===== src/rxopt_pkg.sv =====
// Package with the register map, field positions and reset values of the receive options bank.
// Contract
// - Normal-mode space is decoded only when address bit 7 is low.
// - Writes to unused bits change nothing; their read value is undefined.
// - Every writable configuration bit reads back its last written value.
// - Device reset clears every writable normal-mode bit to zero.
// - Writes to read-only bit positions do not alter device operation.
// - Unframed bit disables the frame aligner; data passes unaligned.
// - Alarm integrator keeps detecting red and AIS while unframed.
// - Bypass bit routes store input data and clock straight to outputs.
// - Slip bit substitutes transmit formatter clock for backplane receive clock.
// - Slip clock substitution applies only while bypass is also set.
// - PCM select bit picks undecoded or decoded recovered PCM output.
// - Superframe select pulses on first framing bit of each superframe.
// - With superframe select clear, pulse on every framing bit.
// - Alternate bit suppresses every second frame pulse.
// - Count select picks alignment-change or out-of-frame events for the monitor.
// - All seven control bits clear on reset; bit 7 is unused.
// - Registers are reached over an 8-bit parallel host bus.
package rxopt_pkg;
  localparam logic [7:0] RXOPT_RECEIVE_OPTIONS_ADDR = 8'h00;
  localparam int         RXOPT_TEST_SPACE_BIT       = 7;
  localparam int         RXOPT_UNFRAMED_BIT         = 6;
  localparam int         RXOPT_BYPASS_BIT           = 5;
  localparam int         RXOPT_SLIP_BIT             = 4;
  localparam int         RXOPT_PCM_BIT              = 3;
  localparam int         RXOPT_SFP_BIT              = 2;
  localparam int         RXOPT_ALT_BIT              = 1;
  localparam int         RXOPT_COUNT_BIT            = 0;
  localparam logic [6:0] RXOPT_CTRL_RESET           = 7'h00;
  localparam logic [7:0] RXOPT_UNMAPPED_READ        = 8'h00;
endpackage


===== src/rxopt_ctl_if.sv =====
// Interface carrying the decoded control bits from the register bank to the datapath selects.
`timescale 1ns/10ps
interface rxopt_ctl_if;
  logic unframed_mode;
  logic elastic_store_bypass;
  logic slip_measure_select;
  logic undecoded_pcm_select;
  logic superframe_pulse_select;
  logic alternate_frame_pulse;
  logic count_alignment_change;
  modport bank (output unframed_mode, elastic_store_bypass, slip_measure_select,
                output undecoded_pcm_select, superframe_pulse_select,
                output alternate_frame_pulse, count_alignment_change);
  modport path (input unframed_mode, elastic_store_bypass, slip_measure_select,
                input undecoded_pcm_select, superframe_pulse_select,
                input alternate_frame_pulse, count_alignment_change);
endinterface


===== src/rxopt_frame_pulse.sv =====
// Frame pulse selector with alternate-pulse suppression.
`timescale 1ns/10ps
module rxopt_frame_pulse
  import rxopt_pkg::*;
(
  // Clock and reset.
  input  wire logic mclk,
  input  wire logic rst_n,
  // Controls.
  rxopt_ctl_if.path ctl,
  // Framing strobes.
  input  wire logic framing_bit_strobe,
  input  wire logic superframe_start_strobe,
  // Output.
  output logic      frame_pulse_out
);
  logic cand;
  logic toggle_r;
  logic toggle_nxt;
  logic pulse_r;
  logic pulse_nxt;

  // Pick the candidate pulse source, then drop every second one when asked.
  always_comb
  begin
    cand       = ctl.superframe_pulse_select ? superframe_start_strobe
                                             : framing_bit_strobe;
    toggle_nxt = toggle_r;
    pulse_nxt  = 1'b0;
    if (cand)
    begin
      toggle_nxt = ~toggle_r;
      pulse_nxt  = ~(ctl.alternate_frame_pulse & toggle_r);
    end
  end

  // Register the pulse and the suppression phase.
  always_ff @(posedge mclk or negedge rst_n)
  begin
    if (!rst_n)
    begin
      toggle_r <= 1'b0;
      pulse_r  <= 1'b0;
    end
    else
    begin
      toggle_r <= toggle_nxt;
      pulse_r  <= pulse_nxt;
    end
  end

  assign frame_pulse_out = pulse_r;

  // Alternate mode never passes two candidates in a row.
  alt_suppress_a: assert property (@(posedge mclk) disable iff (!rst_n)
    (ctl.alternate_frame_pulse && pulse_nxt) |-> !toggle_r)
    else $error("alternate pulse not suppressed");
endmodule


===== src/rxopt_bank.sv =====
// Receive options register bank on the 8-bit host bus, with the selects it steers.
`timescale 1ns/10ps
module rxopt_bank
  import rxopt_pkg::*;
(
  // Clock and reset.
  input  wire logic       mclk,
  input  wire logic       reset_n,
  // Host bus.
  input  wire logic [7:0] host_addr,
  input  wire logic [7:0] host_wdata,
  input  wire logic       host_wr,
  input  wire logic       host_rd,
  output logic      [7:0] host_rdata,
  // Receive datapath inputs.
  input  wire logic       recovered_data,
  input  wire logic       recovered_clock,
  input  wire logic       elastic_store_data,
  input  wire logic       elastic_store_clock,
  input  wire logic       transmit_formatter_clock,
  input  wire logic       backplane_receive_clock,
  input  wire logic       raw_pcm_in,
  input  wire logic       decoded_pcm_in,
  input  wire logic       framing_bit_strobe,
  input  wire logic       superframe_start_strobe,
  input  wire logic       alignment_change_event,
  input  wire logic       out_of_frame_event,
  // Datapath outputs.
  output logic            frame_aligner_enable,
  output logic            alarm_integrator_enable,
  output logic            store_data_out,
  output logic            store_clock_out,
  output logic            store_system_clock,
  output logic            pcm_out,
  output logic            frame_pulse_out,
  output logic            monitor_count_event
);
  logic       rst_s1_r;
  logic       rst_n_r;
  logic [6:0] ctrl_r;
  logic [6:0] ctrl_nxt;
  logic [7:0] rdata_r;
  logic [7:0] rdata_nxt;
  logic       normal_space;
  logic       hit;

  rxopt_ctl_if ctl ();

  // Release reset through two flip-flops.
  always_ff @(posedge mclk or negedge reset_n)
  begin
    if (!reset_n)
    begin
      rst_s1_r <= 1'b0;
      rst_n_r  <= 1'b0;
    end
    else
    begin
      rst_s1_r <= 1'b1;
      rst_n_r  <= rst_s1_r;
    end
  end

  // Decode the address; test space is never claimed.
  assign normal_space = ~host_addr[RXOPT_TEST_SPACE_BIT];
  assign hit          = normal_space && (host_addr == RXOPT_RECEIVE_OPTIONS_ADDR);

  // Next register and read data values.
  always_comb
  begin
    ctrl_nxt  = ctrl_r;
    rdata_nxt = rdata_r;
    if (host_wr && hit)
    begin
      ctrl_nxt = host_wdata[6:0];
    end
    if (host_rd)
    begin
      rdata_nxt = hit ? {1'b0, ctrl_r} : RXOPT_UNMAPPED_READ;
    end
  end

  // Register the control bits and read data.
  always_ff @(posedge mclk or negedge rst_n_r)
  begin
    if (!rst_n_r)
    begin
      ctrl_r  <= RXOPT_CTRL_RESET;
      rdata_r <= 8'h00;
    end
    else
    begin
      ctrl_r  <= ctrl_nxt;
      rdata_r <= rdata_nxt;
    end
  end

  assign host_rdata = rdata_r;

  // Break the control register into named bits.
  assign ctl.unframed_mode           = ctrl_r[RXOPT_UNFRAMED_BIT];
  assign ctl.elastic_store_bypass    = ctrl_r[RXOPT_BYPASS_BIT];
  assign ctl.slip_measure_select     = ctrl_r[RXOPT_SLIP_BIT];
  assign ctl.undecoded_pcm_select    = ctrl_r[RXOPT_PCM_BIT];
  assign ctl.superframe_pulse_select = ctrl_r[RXOPT_SFP_BIT];
  assign ctl.alternate_frame_pulse   = ctrl_r[RXOPT_ALT_BIT];
  assign ctl.count_alignment_change  = ctrl_r[RXOPT_COUNT_BIT];

  // Datapath selects steered by the control bits.
  assign frame_aligner_enable    = ~ctl.unframed_mode;
  assign alarm_integrator_enable = 1'b1;
  assign store_data_out  = ctl.elastic_store_bypass ? recovered_data : elastic_store_data;
  assign store_clock_out = ctl.elastic_store_bypass ? recovered_clock
                                                    : elastic_store_clock;
  assign store_system_clock = (ctl.elastic_store_bypass && ctl.slip_measure_select)
                              ? transmit_formatter_clock : backplane_receive_clock;
  assign pcm_out = ctl.undecoded_pcm_select ? raw_pcm_in : decoded_pcm_in;
  assign monitor_count_event = ctl.count_alignment_change ? alignment_change_event
                                                          : out_of_frame_event;

  // Frame pulse generation.
  rxopt_frame_pulse u_fp
  (
    .mclk                   (mclk),
    .rst_n                  (rst_n_r),
    .ctl                    (ctl.path),
    .framing_bit_strobe     (framing_bit_strobe),
    .superframe_start_strobe(superframe_start_strobe),
    .frame_pulse_out        (frame_pulse_out)
  );

  // A write lands in the register on the next edge.
  write_lands_a: assert property (@(posedge mclk) disable iff (!rst_n_r)
    (host_wr && hit) |=> (ctrl_r == $past(host_wdata[6:0])))
    else $error("write not stored");
  // Test space writes never touch the register.
  test_space_a: assert property (@(posedge mclk) disable iff (!rst_n_r)
    (host_wr && host_addr[7]) |=> $stable(ctrl_r))
    else $error("test space write changed register");
  // Bit 7 always reads zero.
  unused_zero_a: assert property (@(posedge mclk) disable iff (!rst_n_r)
    !host_rdata[7])
    else $error("unused bit read as one");
  // Slip clock only with bypass.
  slip_gate_a: assert property (@(posedge mclk) disable iff (!rst_n_r)
    !ctl.elastic_store_bypass |-> (store_system_clock == backplane_receive_clock))
    else $error("slip clock without bypass");
  // Aligner follows unframed bit.
  aligner_off_a: assert property (@(posedge mclk) disable iff (!rst_n_r)
    frame_aligner_enable != ctl.unframed_mode)
    else $error("aligner enable wrong");
  // Monitor source follows count select.
  count_src_a: assert property (@(posedge mclk) disable iff (!rst_n_r)
    monitor_count_event == (ctl.count_alignment_change ? alignment_change_event
                                                       : out_of_frame_event))
    else $error("monitor source wrong");
  // Read returns the register one cycle later.
  read_back_a: assert property (@(posedge mclk) disable iff (!rst_n_r)
    (host_rd && hit && !host_wr) |=> (host_rdata == {1'b0, $past(ctrl_r)}))
    else $error("read back wrong");
  // After reset the bank is clear.
  reset_clear_a: assert property (@(posedge mclk)
    $rose(rst_n_r) |-> (ctrl_r == 7'h00))
    else $error("reset value wrong");
endmodule


===== config.mk =====
export PLATFORM = sky130hd
export DESIGN_NAME = rxopt_bank
export DESIGN_NICKNAME = d
export VERILOG_FILES = /design/src/rxopt_pkg.sv /design/src/rxopt_ctl_if.sv /design/src/rxopt_frame_pulse.sv /design/src/rxopt_bank.sv
export SDC_FILE = /design/constraint.sdc
export NUM_CORES = 1
export LEC_CHECK = 0
export ABC_AREA = 1
export BUFFER_PORTS_ARGS = -buffer_cell sky130_fd_sc_hd__buf_2
export CAP_MARGIN = 40
export CELL_PAD_IN_SITES_DETAIL_PLACEMENT = 2
export CELL_PAD_IN_SITES_GLOBAL_PLACEMENT = 2
export CORE_MARGIN = 2
export CORE_UTILIZATION = 23
export DETAILED_ROUTE_END_ITERATION = 10
export GPL_TIMING_DRIVEN = 0
export PLACE_DENSITY_LB_ADDON = 0.15
export SLEW_MARGIN = 30
export SYNTH_ARGS = -nofsm -noshare
export SYNTH_HDL_FRONTEND = slang
export SYNTH_HIERARCHICAL = 1
export SYNTH_SLANG_ARGS = --single-unit
export TNS_END_PERCENT = 30

===== constraint.sdc =====
create_clock -name mclk -period 0.9 [get_ports mclk]
set_input_delay 0.09 -clock mclk [delete_from_list [all_inputs] [get_ports mclk]]
set_output_delay 0.09 -clock mclk [all_outputs]
set_load 0.05 [all_outputs]

==> results.cfg <==
[synthesis]
synthCells = 97
synth_xor_area_frac = 0
yosys.area.top_type_share = 0.531
yosysSeqAreaShare = 0.531
synth_top_family_by_area = simple AND/OR/NAND/NOR gates
synth.largest_area_cell = dfrtp_1
syn_area_um2 = 848
synthSimpleGateAreaFrac = 0.304
synth_area_leaders = dfrtp_1 (53%), nand2_1 (16%), nand3_1 (8.3%)
synthDistinctLibCells = 17
synthAdderAreaFrac = 0
syn_area_per_cell_um2 = 8.75
muxShareOfSynthArea = 0.0531
ys_ff_latch = 18
yosysWarnings = 6
synth_compound_area_frac = 0.0265

[sta]
report.final.slew_viol_count = 0
setup-violations-final = 9
setup_slack_ps = -371
fin_skew_ps = 5.47
period_needed_ps = 1270
hold_ws_ps = 73.5
finalSetupTns_ps = -1860
fin_crit_sh = 1.41
hold_viol = 0
max_freq_mhz = 787
rsz0062_at_grt = true

[power_and_ir_drop]
power.switching_uw = 505
power_frac_clock = 0.359
ir_worst_vdd_mv = 0.480
cellPowerDensity_mw_per_mm2 = 1360
internal_power_uw = 1380
pwr-share-seq = 0.468
netSwitchingFraction = 0.268
power_uw = 1880
pwr-share-comb = 0.173
total_leakage_power_uw = 0.000738

[drt]
vias = 834
drc = 0
avgRoutedWirePerCell_um = 13.2
firstDrtPassIters = 2
finalWirelength_um = 2610
via_per_inst = 4.21
drtAntennaViolNets = 0
drtIter0Drc = 6

[clock_network]
cts_buffers = 3
cts_tree = built
cts_max_level = 1
clock_insertion_delay_worst_skew_ps = 250
cts.root.buffer_cell = clkbuf_8
path_clk_slew_ps = 80
clock_sinks = 18
clockBufferDepth = 2

[setup_path]
worstSetupPathType = flip-flop to output pin
cp-end-kind = output pin
crit_required_ps = 810
r2r_setup_slack_ps = 0
cp_max_fo = 5
start_kind = flip-flop
worstPathArrival_ps = 1180

[status]
status = complete, but fails checks
violations = negative setup slack

[floorplanning]
core_mm2 = 0.00361
die_h_um = 64.7
num_rows = 22
dieArea_mm2 = 0.00419
ioPinCount = 48
fp.dieW_um = 64.7
start_util = 0.235

[final_layout]
fin_util = 0.383
fillers = 419
syn_to_final_growth_pct = 63.0
diodes = 0
fin_cells = 198
final_common_cell = nand2_1
layout_common_cells = nand2_1 (34), buf_2 (29), buf_6 (15), dfrtp_1 (15), nand3_1 (13)
nets = 183
drive_gt1_frac = 0.500

[placed_design]
gp_congestion = 0.651
dp_cells = 188
io_buffers = 42
dp_hpwl_um = 1900

[grt]
grt.overflow.total = 0
grt_max_degree = 17
grt_pass1_vias = 907
grt_pass1_wl_um = 4320
antenna_found_initial = 0
track_usage = 0.134

[run]
drv_cap = 0

[min_path]
hp-class = input port to flip-flop
## cell usage after synthesis, drive strengths merged
cell type  count
mux2           4
inv            7
conb           2
buf            5
dfrtp         18
a31oi          1
a21boi         1
nor2           5
nand3         16
nand2         37
a21oi          1
## power by group through the flow
stage          logic [µW]  clock network (µW)  registers, µW
2_1_floorplan         178                   0            894
3_3_place_gp          255                   0            896
3_5_place_dp          265                   0            899
4_1_cts               315                 687            880
5_1_grt               352                 721            889
6_report              326                 676            881
## per-layer routing
layer	track usage	up-vias	share of wire	routed length [µm]
li1	-	406	-	-
met1	0.167	402	0.42	1090
met2	0.229	24	0.53	1380
met3	0.0260	2	0.038	100
met4	0.0479	0	0.012	31
met5	0	-	0	0
## flip-flops by register name, summed over array words and instances (netlist names)
signal and flops:
host_rdata 7, rst_n_r 1, u_fp/frame_pulse_out 1, ctrl_r 7
rst_s1_r 1, u_fp/toggle_r 1
## logic make-up (layout without fill, tap and decap cells)
| family | Yosys count | after routing |
|---|---|---|
| and+or+nand+nor | 58 | 58 |
| DFF | 18 | 18 |
| buffers and inverters | 12 | 64 |
| muxes | 4 | 4 |
| AOI/OAI and AO/OA | 3 | 3 |
| other | 2 | 3 |
## per-stage QoR
step           setup WS (ps)  cell area (µm²)
5_1_grt                 -403             1380
6_report                -371             1380
3_3_place_gp            -161             1150
2_1_floorplan          -53.0              880
4_1_cts                 -368             1340
3_5_place_dp            -167             1150
## area by class of cell
type,instances,area [µm²],share of cell area
tap,48,60.1,0.0434
timing repair buffer,48,360,0.261
clock buffer,4,55.1,0.0398
buffer,5,38.8,0.0281
multi-input combinational,68,388,0.281
sequential,18,454,0.329
inverter,7,26.3,0.0190
## worst max-delay path, cell delays in order, from the launching register on
cell	delay, ps
dfrtp_2	460
mux2_4	310
buf_6	150
## repair_timing
action / 4_1_cts / 5_1_grt
resized for setup: 30 / 11
hold buffers: 1 / 0
pin swaps: 0 / 0
setup endpoints to repair: 14 / 18
hold endpoints to repair: 2 / 0
buffers inserted: 4 / 1
## path summary, 6_finish.rpt
| kind | start | depth (start not counted) | endpoint |
|---|---|---|---|
| max in group asynchronous | rst_n_r | 0 | ctrl_r[5] |
| worst min register to register | rst_n_r | 0 | host_rdata[1] |
| worst max register to register | ctrl_r[3] | 4 | ctrl_r[3] |
| worst max-delay path | ctrl_r[5] | 2 | store_clock_out |
| worst min-delay path | host_wdata[2] | 3 | ctrl_r[2] |
| min in group asynchronous | reset_n | 2 | rst_n_r |
Note: power is estimated with default switching activity, not from simulation.
